File: config.mk
export PLATFORM = sky130hd
export DESIGN_NAME = aich_top
export DESIGN_NICKNAME = d
export VERILOG_FILES = /design/src/shared/aich_pkg.sv /design/src/logic/aich_top.sv /design/src/logic/aich_rx_parser.sv
export VERILOG_INCLUDE_DIRS = /design/src /design/src/shared
export SDC_FILE = /design/constraint.sdc
export NUM_CORES = 2
export LEC_CHECK = 0
export BUFFER_PORTS_ARGS = -buffer_cell sky130_fd_sc_hd__buf_2
export CAP_MARGIN = 20
export CORE_ASPECT_RATIO = 0.9
export CORE_MARGIN = 4
export CORE_UTILIZATION = 50
export DETAILED_ROUTE_END_ITERATION = 8
export GPL_ROUTABILITY_DRIVEN = 1
export GPL_TIMING_DRIVEN = 0
export MAX_ROUTING_LAYER = met4
export PLACE_DENSITY = 0.75
export SYNTH_ARGS = -nofsm -noshare
export SYNTH_HDL_FRONTEND = slang
export SYNTH_SLANG_ARGS = --single-unit
File: constraint.sdc
create_clock -name mclk_in -period 4.5 [get_ports mclk_in]
set_clock_uncertainty 0.05 [all_clocks]
set_input_delay 0.225 -clock mclk_in [delete_from_list [all_inputs] [get_ports mclk_in]]
set_output_delay 0.225 -clock mclk_in [all_outputs]
set_load 0.1 [all_outputs]
File: src/shared/aich_map.svh
// constants of the adapter init command handler: framing, codes, registers
// assumes byte frames, 125 MHz mclk_in, avalon word offsets in bytes
//
// Summary of operation
// - normal state refuses construction frames; network only; the code answers init requests there and enters construction on methods 1-6
// - entering normal requests initial status values
// - adapter sends confirm request, start 02 type 0000
// - no objects: count zero, empty object area; the code sends no count byte then, payload length 2
// - first payload byte carries adapter type
// - second payload byte carries serial speed code
// - object area: count then 18 bytes each
// - entry: class code, maker code, product code
// - init request in standby enters construction
// - method 1 keeps objects, 2 discards them
// - methods 3,5 retain; 4,6 discard; rest reserved
// - init response code 81 with result codes
// - response carries software id and unique number
// - completion notification sent on success or failure
// - notification type 0001 code 02 with result
// - confirm state discards others; retries then unrecognized
// - standby accepts only init request frames
// - error stop records its cause code
`ifndef AICH_MAP_SVH
`define AICH_MAP_SVH
`define AICH_STX 8'h02
`define AICH_FT_CONF 16'h0000
`define AICH_FT_INIT 16'h0001
`define AICH_FT_OBJ 16'h0002
`define AICH_CN_CONF_REQ 8'h00
`define AICH_CN_CONF_RSP 8'h80
`define AICH_CN_INIT_REQ 8'h01
`define AICH_CN_INIT_RSP 8'h81
`define AICH_CN_DONE_NTF 8'h02
`define AICH_CN_DONE_ACK 8'h82
`define AICH_RES_OK 16'h0000
`define AICH_RES_REJECT 16'h0011
`define AICH_RES_UNCONF 16'h0101
`define AICH_DL_SHORT 16'h0002
`define AICH_DL_LONG 16'h000b
`define AICH_METH_MIN 16'h0001
`define AICH_METH_MAX 16'h0006
`define AICH_ERR_OBJ 16'h03ea
`define AICH_ERR_INIT 16'h03eb
`define AICH_ERR_OPER 16'h03ec
`define AICH_OBJ_BYTES 6'h36
`define AICH_UID_BYTES 4'h8
`define AICH_HDR_LEN 7'h07
`define AICH_REG_CTRL 9'h000
`define AICH_REG_CFG 9'h004
`define AICH_REG_STATUS 9'h008
`define AICH_REG_ERR 9'h00c
`define AICH_REG_NODE 9'h010
`define AICH_REG_UID_LO 9'h014
`define AICH_REG_UID_HI 9'h018
`define AICH_REG_OBJCNT 9'h01c
`define AICH_CFG_RST 32'h00ff_3102
`define AICH_TMO_SHIFT 8
`endif

File: src/shared/aich_pkg.sv
// types shared by the adapter init command handler modules
// assumes aich_map.svh supplies every numeric constant
package aich_pkg;
  // adapter operating states
  typedef enum logic [2:0] {
    ST_CONFIRM, ST_STANDBY, ST_CONSTRUCT, ST_NORMAL, ST_ERROR, ST_UNRECOG
  } aich_state_type;
  // receive parser states
  typedef enum logic [1:0] {
    RX_IDLE, RX_HDR, RX_PAY, RX_CHK
  } aich_rx_state_type;
  // frames the adapter can originate
  typedef enum logic [1:0] {
    TX_CONF, TX_INIT, TX_DONE
  } aich_tx_kind_type;
  // one received frame, checked
  typedef struct packed {
    logic [15:0] frame_type;
    logic [7:0] command_code;
    logic [7:0] function_number;
    logic [15:0] payload_length;
    logic [15:0] payload_field;
  } aich_frame_type;
endpackage

File: src/logic/aich_top.sv
// adapter side of the confirmation and initialization exchange
// assumes avalon-mm master on mclk_in, byte link with ready on tx
`timescale 1ns/1ps
`include "aich_map.svh"
module aich_top import aich_pkg::*; (
  input wire logic mclk_in,
  input wire logic rstn_in,
  input wire logic [8:0] avs_address_in,
  input wire logic avs_read_in,
  input wire logic avs_write_in,
  input wire logic [31:0] avs_writedata_in,
  output logic [31:0] avs_readdata_out,
  output logic avs_waitrequest_out,
  input wire logic rx_valid_in,
  input wire logic [7:0] rx_data_in,
  input wire logic tx_ready_in,
  output logic tx_valid_out,
  output logic [7:0] tx_data_out,
  output logic net_enable_out,
  output logic inquiry_req_out,
  output logic status_req_out
);
  // received frame from the parser
  aich_frame_type fr;
  logic fr_ok;

  aich_rx_parser u_rx (
    .mclk_in(mclk_in),
    .rstn_in(rstn_in),
    .rx_valid_in(rx_valid_in),
    .rx_data_in(rx_data_in),
    .frame_out(fr),
    .frame_ok_out(fr_ok)
  );

  // software visible state
  logic [31:0] cfg_r; // type, speed, retry limit, timeout
  logic [7:0] swid_r; // lower-layer software id
  logic [3:0] idlen_r; // identifier length in bytes
  logic [63:0] uid_r; // unique number
  logic [1:0] objcnt_r; // objects held
  logic [7:0] obj_mem [0:53]; // maintenance object bytes
  logic [15:0] err_r; // error stop cause
  logic [15:0] meth_r; // last init method
  logic [15:0] cres_r; // last confirm result
  logic ack_seen_r; // notification acceptance seen
  logic [15:0] ack_res_r; // its result
  // adapter control
  aich_state_type st_r, st_nxt;
  logic [3:0] fails_r, fails_nxt;
  logic wait_r, wait_nxt; // confirm request outstanding
  logic [23:0] tmo_r; // confirm timeout countdown
  logic done_pend_r, done_pend_nxt; // notification owed
  logic done_bad_r, done_bad_nxt; // init ended abnormally
  logic [15:0] cause_r, cause_nxt; // cause held until error stop
  logic [7:0] own_fn_r; // function number of our requests
  // transmit engine
  aich_tx_kind_type kind_r, kind_nxt;
  logic [15:0] res_r, res_nxt; // result placed in responses
  logic [7:0] fn_r, fn_nxt; // function number placed in frame
  logic [6:0] tidx_r; // index of next byte to load
  logic [7:0] tsum_r; // check sum of sent bytes
  logic tx_start;
  // bus slave
  wire wreq_r = avs_waitrequest_out; // request not yet acknowledged
  logic [31:0] rd_mux;

  // ---- bus decode ----
  wire bus_req = avs_read_in | avs_write_in;
  wire bus_wr = avs_write_in & ~wreq_r; // takes effect on ack edge
  wire [8:0] a = avs_address_in;
  wire hit_obj = a[8] & (a[7:2] < `AICH_OBJ_BYTES);
  wire [5:0] obj_ix = a[7:2];
  wire wr_ctrl = bus_wr & (a == `AICH_REG_CTRL);
  wire c_restart = wr_ctrl & avs_writedata_in[0];
  wire c_init_ok = wr_ctrl & avs_writedata_in[1];
  wire c_init_fail = wr_ctrl & avs_writedata_in[2];
  wire c_op_fail = wr_ctrl & avs_writedata_in[3];
  wire c_obj_fail = wr_ctrl & avs_writedata_in[4];

  // ---- config fields ----
  wire [7:0] ad_type = cfg_r[7:0];
  wire [7:0] speed = {5'h00, cfg_r[10:8]};
  wire [3:0] retry_lim = cfg_r[15:12];
  wire [23:0] tmo_load = {cfg_r[31:16], 8'h00};

  // ---- received frame classes ----
  wire f_conf = fr_ok & (fr.frame_type == `AICH_FT_CONF);
  wire f_init = fr_ok & (fr.frame_type == `AICH_FT_INIT);
  wire is_conf_rsp = f_conf & (fr.command_code == `AICH_CN_CONF_RSP);
  // own_fn_r moves on at launch, so the outstanding number is one back
  wire fn_match = (fr.function_number == own_fn_r - 8'h01) |
                  (fr.function_number == 8'h00);
  wire is_init_req = f_init & (fr.command_code == `AICH_CN_INIT_REQ);
  wire is_done_ack = f_init & (fr.command_code == `AICH_CN_DONE_ACK);
  wire [15:0] meth = fr.payload_field;
  wire meth_ok = (meth >= `AICH_METH_MIN) &
                 (meth <= `AICH_METH_MAX);
  wire meth_discard = ~meth[0];
  wire tx_idle = ~tx_valid_out;
  wire tmo_hit = wait_r & (tmo_r == 24'h000000);
  wire [3:0] fails_inc = fails_r + 4'h1;

  // ---- frame assembly ----
  logic [15:0] t_ft; // frame type of frame in flight
  logic [7:0] t_cn; // command code
  logic [15:0] t_dl; // payload length
  logic [7:0] t_obj_len; // object area size
  always_comb begin
    case (objcnt_r)
      2'h0: t_obj_len = 8'h00;
      2'h1: t_obj_len = 8'h13;
      2'h2: t_obj_len = 8'h25;
      default: t_obj_len = 8'h37;
    endcase
  end
  always_comb begin
    case (kind_r)
      TX_CONF: begin
        t_ft = `AICH_FT_CONF;
        t_cn = `AICH_CN_CONF_REQ;
        t_dl = {8'h00, t_obj_len} + 16'h0002;
      end
      TX_INIT: begin
        t_ft = `AICH_FT_INIT;
        t_cn = `AICH_CN_INIT_RSP;
        t_dl = (res_r == `AICH_RES_OK) ? `AICH_DL_LONG
                                       : `AICH_DL_SHORT;
      end
      default: begin
        t_ft = `AICH_FT_INIT;
        t_cn = `AICH_CN_DONE_NTF;
        t_dl = `AICH_DL_SHORT;
      end
    endcase
  end

  wire [6:0] t_last = `AICH_HDR_LEN + t_dl[6:0]; // index of check byte
  wire [6:0] q = tidx_r - `AICH_HDR_LEN; // payload index
  wire [5:0] oq = q[5:0] - 6'h03; // object byte index
  wire [2:0] uq = q[2:0] - 3'h3; // unique number byte index
  wire uid_ok = (idlen_r <= `AICH_UID_BYTES);
  logic [7:0] uid_b;
  logic [7:0] t_byte; // next byte to load
  always_comb begin
    uid_b = uid_r[8'(7 - uq) * 8 +: 8];
    if (!uid_ok) begin
      uid_b = 8'h00;
    end
  end
  // byte at tidx_r of the frame in flight
  always_comb begin
    t_byte = 8'h00;
    case (tidx_r)
      7'h00: t_byte = `AICH_STX;
      7'h01: t_byte = t_ft[15:8];
      7'h02: t_byte = t_ft[7:0];
      7'h03: t_byte = t_cn;
      7'h04: t_byte = fn_r;
      7'h05: t_byte = t_dl[15:8];
      7'h06: t_byte = t_dl[7:0];
      default: begin
        if (kind_r == TX_CONF) begin
          if (q == 7'h00) t_byte = ad_type;
          else if (q == 7'h01) t_byte = speed;
          else if (q == 7'h02) t_byte = {6'h00, objcnt_r};
          else t_byte = obj_mem[oq];
        end else begin
          if (q == 7'h00) t_byte = res_r[15:8];
          else if (q == 7'h01) t_byte = res_r[7:0];
          else if (q == 7'h02) t_byte = swid_r;
          else t_byte = uid_b;
        end
      end
    endcase
  end

  // ---- adapter state machine, next values ----
  always_comb begin
    st_nxt = st_r;
    fails_nxt = fails_r;
    wait_nxt = wait_r;
    done_pend_nxt = done_pend_r;
    done_bad_nxt = done_bad_r;
    cause_nxt = cause_r;
    kind_nxt = kind_r;
    res_nxt = res_r;
    fn_nxt = fn_r;
    tx_start = 1'b0;
    // init request answered wherever it may be taken
    if (is_init_req && tx_idle &&
        (st_r != ST_CONSTRUCT)) begin
      tx_start = 1'b1;
      kind_nxt = TX_INIT;
      fn_nxt = fr.function_number;
      if (st_r == ST_CONFIRM || st_r == ST_UNRECOG) begin
        res_nxt = `AICH_RES_UNCONF;
      end else if (!meth_ok) begin
        res_nxt = `AICH_RES_REJECT;
      end else begin
        res_nxt = `AICH_RES_OK;
        st_nxt = ST_CONSTRUCT;
        done_pend_nxt = 1'b0;
      end
    end
    case (st_r)
      ST_CONFIRM: begin
        // only confirm responses count here
        if (!wait_r && tx_idle && !tx_start) begin
          tx_start = 1'b1;
          kind_nxt = TX_CONF;
          fn_nxt = own_fn_r;
          wait_nxt = 1'b1;
        end else if (wait_r && is_conf_rsp && fn_match &&
                     fr.payload_field == `AICH_RES_OK) begin
          wait_nxt = 1'b0;
          fails_nxt = 4'h0;
          st_nxt = ST_STANDBY;
        end else if (wait_r && (tmo_hit ||
                     (is_conf_rsp && fn_match))) begin
          wait_nxt = 1'b0;
          fails_nxt = fails_inc;
          if (fails_inc >= retry_lim) begin
            st_nxt = ST_UNRECOG;
          end
        end
      end
      ST_CONSTRUCT: begin
        // software reports how construction ended
        if (c_init_ok) begin
          done_pend_nxt = 1'b1;
          done_bad_nxt = 1'b0;
        end else if (c_init_fail || c_obj_fail) begin
          done_pend_nxt = 1'b1;
          done_bad_nxt = 1'b1;
          cause_nxt = c_obj_fail ? `AICH_ERR_OBJ
                                 : `AICH_ERR_INIT;
        end
        if (done_pend_r && tx_idle) begin
          tx_start = 1'b1;
          kind_nxt = TX_DONE;
          fn_nxt = own_fn_r;
          res_nxt = done_bad_r ? `AICH_RES_REJECT
                               : `AICH_RES_OK;
          done_pend_nxt = 1'b0;
          st_nxt = done_bad_r ? ST_ERROR : ST_NORMAL;
        end
      end
      ST_NORMAL: begin
        if (c_op_fail && st_nxt == ST_NORMAL) begin
          cause_nxt = `AICH_ERR_OPER;
          st_nxt = ST_ERROR;
        end
      end
      default: ;
    endcase
    // restart of confirmation overrides state, retry count, wait and pending notification
    if (c_restart) begin
      st_nxt = ST_CONFIRM;
      fails_nxt = 4'h0;
      wait_nxt = 1'b0;
      done_pend_nxt = 1'b0;
    end
  end

  // ---- adapter state registers ----
  always_ff @(posedge mclk_in or negedge rstn_in) begin
    if (!rstn_in) begin
      st_r <= ST_CONFIRM;
      fails_r <= 4'h0;
      wait_r <= 1'b0;
      done_pend_r <= 1'b0;
      done_bad_r <= 1'b0;
      cause_r <= 16'h0000;
      kind_r <= TX_CONF;
      res_r <= 16'h0000;
      fn_r <= 8'h00;
    end else begin
      st_r <= st_nxt;
      fails_r <= fails_nxt;
      wait_r <= wait_nxt;
      done_pend_r <= done_pend_nxt;
      done_bad_r <= done_bad_nxt;
      cause_r <= cause_nxt;
      kind_r <= kind_nxt;
      res_r <= res_nxt;
      fn_r <= fn_nxt;
    end
  end

  // ---- side effects of transitions ----
  // pulses rise on the transition edge itself, together with the new state
  always_ff @(posedge mclk_in or negedge rstn_in) begin
    if (!rstn_in) begin
      net_enable_out <= 1'b0;
      status_req_out <= 1'b0;
      inquiry_req_out <= 1'b0;
      err_r <= 16'h0000;
      own_fn_r <= 8'h01;
      tmo_r <= 24'h000000;
      cres_r <= 16'h0000;
      meth_r <= 16'h0000;
      ack_seen_r <= 1'b0;
      ack_res_r <= 16'h0000;
    end else begin
      net_enable_out <= (st_nxt == ST_NORMAL);
      status_req_out <= (st_nxt == ST_NORMAL) &&
                        (st_r != ST_NORMAL);
      inquiry_req_out <= (st_nxt == ST_CONSTRUCT) &&
                         (st_r != ST_CONSTRUCT) &&
                         !meth_discard && (objcnt_r == 2'h0);
      if (st_nxt == ST_ERROR && st_r != ST_ERROR) begin
        err_r <= cause_nxt;
      end
      if (tx_start && kind_nxt == TX_CONF) begin
        tmo_r <= tmo_load;
      end else if (wait_r && tmo_r != 24'h000000) begin
        tmo_r <= tmo_r - 24'h000001;
      end
      if (tx_start && kind_nxt != TX_INIT) begin
        own_fn_r <= own_fn_r + 8'h01;
      end
      if (is_conf_rsp) begin
        cres_r <= fr.payload_field;
      end
      if (is_init_req) begin
        meth_r <= meth;
      end
      // acceptance seen; new ack wins over clear
      if (is_done_ack) begin
        ack_seen_r <= 1'b1;
        ack_res_r <= fr.payload_field;
      end else if (c_restart) begin
        ack_seen_r <= 1'b0;
      end
    end
  end

  // ---- transmit engine ----
  // one byte per accepted handshake, check byte appended last
  always_ff @(posedge mclk_in or negedge rstn_in) begin
    if (!rstn_in) begin
      tx_valid_out <= 1'b0;
      tx_data_out <= 8'h00;
      tidx_r <= 7'h00;
      tsum_r <= 8'h00;
    end else if (tx_start) begin
      tx_valid_out <= 1'b1;
      tx_data_out <= `AICH_STX;
      tidx_r <= 7'h01;
      tsum_r <= 8'h00;
    end else if (tx_valid_out && tx_ready_in) begin
      if (tidx_r > t_last) begin
        tx_valid_out <= 1'b0;
      end else if (tidx_r == t_last) begin
        tx_data_out <= (tidx_r == 7'h01) ? 8'h00
                       : tsum_r + tx_data_out;
        tidx_r <= tidx_r + 7'h01;
      end else begin
        tx_data_out <= t_byte;
        tsum_r <= (tidx_r == 7'h01) ? 8'h00
                  : tsum_r + tx_data_out;
        tidx_r <= tidx_r + 7'h01;
      end
    end
  end

  // ---- object area and configuration writes ----
  // discard method empties the object table
  always_ff @(posedge mclk_in or negedge rstn_in) begin
    if (!rstn_in) begin
      cfg_r <= `AICH_CFG_RST;
      swid_r <= 8'h00;
      idlen_r <= 4'h0;
      uid_r <= 64'h0;
      objcnt_r <= 2'h0;
    end else begin
      if (bus_wr && a == `AICH_REG_CFG) cfg_r <= avs_writedata_in;
      if (bus_wr && a == `AICH_REG_NODE) begin
        swid_r <= avs_writedata_in[7:0];
        idlen_r <= avs_writedata_in[11:8];
      end
      if (bus_wr && a == `AICH_REG_UID_LO)
        uid_r[31:0] <= avs_writedata_in;
      if (bus_wr && a == `AICH_REG_UID_HI)
        uid_r[63:32] <= avs_writedata_in;
      if (is_init_req && st_nxt == ST_CONSTRUCT &&
          st_r != ST_CONSTRUCT && meth_discard) begin
        objcnt_r <= 2'h0;
      end else if (bus_wr && a == `AICH_REG_OBJCNT) begin
        objcnt_r <= avs_writedata_in[1:0];
      end
    end
  end

  // object bytes need no reset; count governs what is sent
  always_ff @(posedge mclk_in) begin
    if (bus_wr && hit_obj) obj_mem[obj_ix] <= avs_writedata_in[7:0];
  end

  // ---- bus answer ----
  always_comb begin
    case (a)
      `AICH_REG_CFG: rd_mux = cfg_r;
      `AICH_REG_STATUS:
        rd_mux = {cres_r, 3'h0, ack_seen_r, fails_r, 5'h00, st_r};
      `AICH_REG_ERR: rd_mux = {meth_r, err_r};
      `AICH_REG_NODE: rd_mux = {20'h0, idlen_r, swid_r};
      `AICH_REG_UID_LO: rd_mux = uid_r[31:0];
      `AICH_REG_UID_HI: rd_mux = uid_r[63:32];
      `AICH_REG_OBJCNT: rd_mux = {ack_res_r, 14'h0, objcnt_r};
      default: rd_mux = hit_obj ? {24'h0, obj_mem[obj_ix]} : 32'h0;
    endcase
  end

  // one wait cycle per access; data stands in the ack cycle
  always_ff @(posedge mclk_in or negedge rstn_in) begin
    if (!rstn_in) begin
      avs_waitrequest_out <= 1'b1;
      avs_readdata_out <= 32'h0;
    end else begin
      avs_waitrequest_out <= ~(bus_req & avs_waitrequest_out);
      if (avs_read_in && avs_waitrequest_out) avs_readdata_out <= rd_mux;
    end
  end
endmodule // aich_top

File: src/logic/aich_rx_parser.sv
// byte-stream frame receiver with check byte verification
// assumes rx bytes synchronous to mclk_in, one per valid cycle
`timescale 1ns/1ps
`include "aich_map.svh"
module aich_rx_parser import aich_pkg::*; (
  input wire logic mclk_in,
  input wire logic rstn_in,
  input wire logic rx_valid_in,
  input wire logic [7:0] rx_data_in,
  output aich_frame_type frame_out,
  output logic frame_ok_out
);
  aich_rx_state_type st_r; // parser state
  logic [15:0] cnt_r; // byte count in field
  logic [7:0] sum_r; // running check sum
  logic [7:0] b; // current byte
  logic [15:0] dl_w; // length being assembled
  assign b = rx_data_in;
  assign dl_w = {frame_out.payload_length[7:0], b};

  // sum of every byte after the start byte; kept simple on purpose
  always_ff @(posedge mclk_in or negedge rstn_in) begin
    if (!rstn_in) begin
      st_r <= RX_IDLE;
      cnt_r <= 16'h0000;
      sum_r <= 8'h00;
      frame_out <= '0;
      frame_ok_out <= 1'b0;
    end else begin
      frame_ok_out <= 1'b0;
      if (rx_valid_in) begin
        sum_r <= sum_r + b;
        cnt_r <= cnt_r + 16'h0001;
        case (st_r)
          RX_IDLE: begin
            // junk between frames is skipped
            if (b == `AICH_STX) begin
              st_r <= RX_HDR;
              cnt_r <= 16'h0000;
              sum_r <= 8'h00;
              frame_out.payload_field <= 16'h0000;
            end
          end
          RX_HDR: begin
            case (cnt_r[2:0])
              3'h0: frame_out.frame_type[15:8] <= b;
              3'h1: frame_out.frame_type[7:0] <= b;
              3'h2: frame_out.command_code <= b;
              3'h3: frame_out.function_number <= b;
              default: frame_out.payload_length <= dl_w;
            endcase
            if (cnt_r == 16'h0005) begin
              cnt_r <= 16'h0000;
              st_r <= (dl_w == 16'h0000) ? RX_CHK : RX_PAY;
            end
          end
          RX_PAY: begin
            // first two payload bytes kept, big end first
            if (cnt_r < 16'h0002) begin
              frame_out.payload_field <=
                {frame_out.payload_field[7:0], b};
            end
            if (cnt_r == frame_out.payload_length - 16'h0001) begin
              st_r <= RX_CHK;
            end
          end
          RX_CHK: begin
            frame_ok_out <= (b == sum_r);
            st_r <= RX_IDLE;
          end
          default: st_r <= RX_IDLE;
        endcase
      end
    end
  end
endmodule // aich_rx_parser

==> results.sh <==
export IMPL_status="complete, but fails checks"
export IMPL_failed_checks="negative setup slack"
export IMPL_final_period_utilization_pct=102.6
export IMPL_fillers=6261
export IMPL_num_rows=99
export IMPL_crit_chain="clkbuf_1 -> clkdlybuf4s15_2 -> clkbuf_1 -> clkbuf_1 -> mux4_2 -> mux2i_1 -> o22ai_1 -> a221oi_1 -> o21ai_0 -> o21a_1"
export IMPL_drv_cap=0
export IMPL_worst_ep_arrival_time_ns=5.12
export IMPL_grt_use_met3_pct=10.78
export IMPL_r2r_setup_slack_ns=-0.04
export IMPL_met1_usage_pct=42.72
export IMPL_clockBufferDepth=3
export IMPL_period_needed_ns=4.618
export IMPL_finalHoldViolCount=0
export IMPL_multi_input_area_um2=17410
export IMPL_rsz0062_at_grt="true"
export IMPL_drc_errors=0
export IMPL_syn_nets=3145
export IMPL_layout_commonest_cell="edfxtp_1"
export IMPL_place_inst=4204
export IMPL_cp_start_kind="input port"
export IMPL_power_leakage_nw=18.32
export IMPL_maxSlewHeadroom_pct=16.29
export IMPL_worst_pin_slew_ns=1.247
export IMPL_portBuffers=92
export IMPL_final_layout_size_suffix_gt1_share_pct=24.87
export IMPL_layout_common_cells="edfxtp_1 (432), dfrtp_1 (393), mux4_2 (238)"
export IMPL_fin_area_um2=47190
export IMPL_clock_sinks=842
export IMPL_post_drt_wl_per_cell_um=30.79
export IMPL_root_buffer="clkbuf_16"
export IMPL_finalNonFillerCells=4420
export IMPL_whs_path_depth=3
export IMPL_worst_slack_ns=-0.1176
export IMPL_async_flop_share_pct=48.69
export IMPL_antenna_found_initial=8
export IMPL_cts_buffers=89
export IMPL_required_ns=5.00
export IMPL_path_class="in -> reg"
export IMPL_die_h_um=281.2
export IMPL_cts_tree="built"
export IMPL_crit_top_cell="clkbuf_1"
export IMPL_core_area_um2=81630
export IMPL_ys_types=86
export IMPL_grt_max_degree=94
export IMPL_worst_skew_pair_late_latency_ns=0.66
export IMPL_io_pin_count=100
export IMPL_final_setup_viol_count=59
export IMPL_die_w_um=311.5
export IMPL_slowest_stage="clkbuf_1"
export IMPL_grt_util_met2_pct=44.68
export IMPL_hold_path_class="in -> reg"
export IMPL_drv_slew=0
export IMPL_grt_usage_pct=31.57
export IMPL_die_area_um2=87600
export IMPL_r2r_cells=11
export IMPL_seq_area_um2=23250
export IMPL_gr_total_overflow=0
export IMPL_synth_area_leader_cell="edfxtp_1"
export IMPL_dpl_hpwl_um=96410
export IMPL_critPathMaxStageDelay_ns=0.81
export IMPL_synth_ff_type="edfxtp_1"
export IMPL_yosys_warnings=0
export IMPL_ys_seq_area_share_pct=56.07
export IMPL_hp_start="rx_data_in[7]"
export IMPL_cp_max_fo=10
export IMPL_grt_pass1_wl_um=197200
export IMPL_end_kind="flop"
export IMPL_syn_area_um2=41460
export IMPL_syn_inst=3038
export IMPL_dr_pass1_iters=9
export IMPL_path_clk_slew_ns=0.06
export IMPL_report_power_total_mw=27.61
export IMPL_initial_core_util_pct=50.79
export IMPL_p_per_area_nw_per_um2=585.1
export IMPL_fin_util_pct=57.81
export IMPL_gp_congestion=1.081
export IMPL_antenna_left=0
export IMPL_grt_most_used_layer="met2"
export IMPL_synth_area_leaders="edfxtp_1 (31%), dfrtp_1 (24%), mux4_2 (13%)"
export IMPL_nNetsFinal=3388
export IMPL_vias_per_cell=6.838
export IMPL_first_global_vias=28967
export IMPL_drt_iter0_drc=4925
export IMPL_synth_top_cell_area_share_pct=31.29
export IMPL_synth_edf_count=432
export IMPL_area_growth_pct=13.82
export IMPL_whs_endpoint="u_rx.frame_out[7]"
export IMPL_r2r_end="tx_data_out[3]"
export IMPL_drt_total_wl_um=136100
export IMPL_timing_rr_start="tidx_r[1]"
export IMPL_synth_seq_cells=842
export IMPL_vias=30223
export IMPL_place_area_um2=43540
export IMPL_clock_fmax_mhz=216.6
export IMPL_vdd_drop_max_v=0.0005599
export IMPL_cts_max_level=3
export IMPL_avgSynthCellArea_um2=13.65
==> logic make-up (layout without fill, tap and decap cells) <==
group	Yosys count	count (layout)	synth area share, %
buffers and inverters	235	550	2.239
AOI/OAI and AO/OA	508	508	8.332
muxes	530	530	20.76
and+or+nand+nor	785	785	9.174
xor gates and xnor gates	86	86	1.817
other	0	7	0
DFF	842	842	56.07
adders and majority gates	52	52	1.605
==> through the flow <==
| step | setup TNS (ns) | setup WS, ns | hold slack (ns) |
|---|---|---|---|
| 4_1_cts | 0 | 0.01518 | 0.003191 |
| 6_report | -2.341 | -0.1176 | 0.01078 |
| 3_5_place_dp | -121.65 | -1.216 | 0.1737 |
| 5_1_grt | -1.421 | -0.07679 | 0.02337 |
| 2_1_floorplan | 0 | 0.4669 | -0.1206 |
| 3_3_place_gp | -2109.71 | -5.002 | 0.3519 |
==> worst max-delay path by stage <==
stage / cells after the start / slack, ns / from / end
2_1_floorplan: 18 / 0.47 / kind_r[0] / tx_data_out[3]
3_3_place_gp: 1 / -5.00 / rstn_in / u_rx.cnt_r[10]
3_5_place_dp: 12 / -1.22 / tidx_r[0] / tx_data_out[0]
4_1_cts: 12 / 0.02 / tidx_r[0] / tx_data_out[5]
5_1_grt: 7 / -0.08 / avs_address_in[3] / obj_mem[42][1]
6_report: 10 / -0.12 / avs_address_in[3] / avs_readdata_out[5]
==> sequential cells by signal (all words and copies together) (netlist names), 16 cells and up <==
signal,cells
avs_readdata_out,32
cause_r,16
cres_r,16
cfg_r,32
u_rx.frame_out,64
ack_res_r,16
tmo_r,24
meth_r,16
err_r,16
u_rx.cnt_r,16
res_r,16
uid_r,64
obj_mem,432
==> area by class of cell <==
class | instances | area share [%]
inverters | 42 | 0.3340
well taps | 1060 | 2.810
plain buffers | 190 | 1.768
diodes | 7 | 0.03712
repair buffers | 155 | 2.641
flip-flops and latches | 842 | 49.27
clock buffers | 124 | 5.308
clock inverters | 39 | 0.9465
multi-input cells | 1961 | 36.88
==> timing repair <==
action,in CTS,in global routing
resized for setup,43,48
buffers inserted,2,2
hold buffers,37,3
setup endpoints to repair,17,85
pin swaps,0,1
hold endpoints to repair,315,16
==> metal layers <==
metal / routed length (um) / up-vias / part of all wire (%)
met1: 51210 / 15181 / 38
met2: 58500 / 2301 / 43
met4: 6012 / 0 / 4.4
met3: 20350 / 421 / 15
li1: - / 12320 / -
met5: 0 / - / 0
==> synth_stat cells (all sizes together), types with 19 or more instances <==
| library cell | n |
|---|---|
| xnor2 | 48 |
| or3 | 20 |
| and2 | 23 |
| mux2i | 63 |
| a21oi | 85 |
| inv | 42 |
| xor2 | 38 |
| and3 | 33 |
| ha | 50 |
| nor2b | 29 |
| o21ai | 113 |
| mux4 | 238 |
| edfxtp | 432 |
| nand3 | 71 |
| nor4 | 32 |
| dfrtp | 396 |
| a22o | 26 |
| nor3 | 55 |
| a31oi | 24 |
| nor2 | 200 |
| a21o | 21 |
| mux2 | 229 |
| nand2 | 234 |
| buf | 52 |
| a22oi | 79 |
| clkbuf | 141 |
| o22ai | 19 |
==> where the power goes <==
group	switching (mW)	leakage, nW	internal (mW)
clock network	3.15	1.44	4.36
logic	7.16	7.54	3.68
registers	0.606	9.34	8.66
==> critical path: cells and delay by family <==
family                 cells  cell delay, ns
buffers and inverters      4            2.74
multiplexers               2            0.66
AO/OA/AOI/OAI              4            1.47
Power figures use the tool's default switching activity.
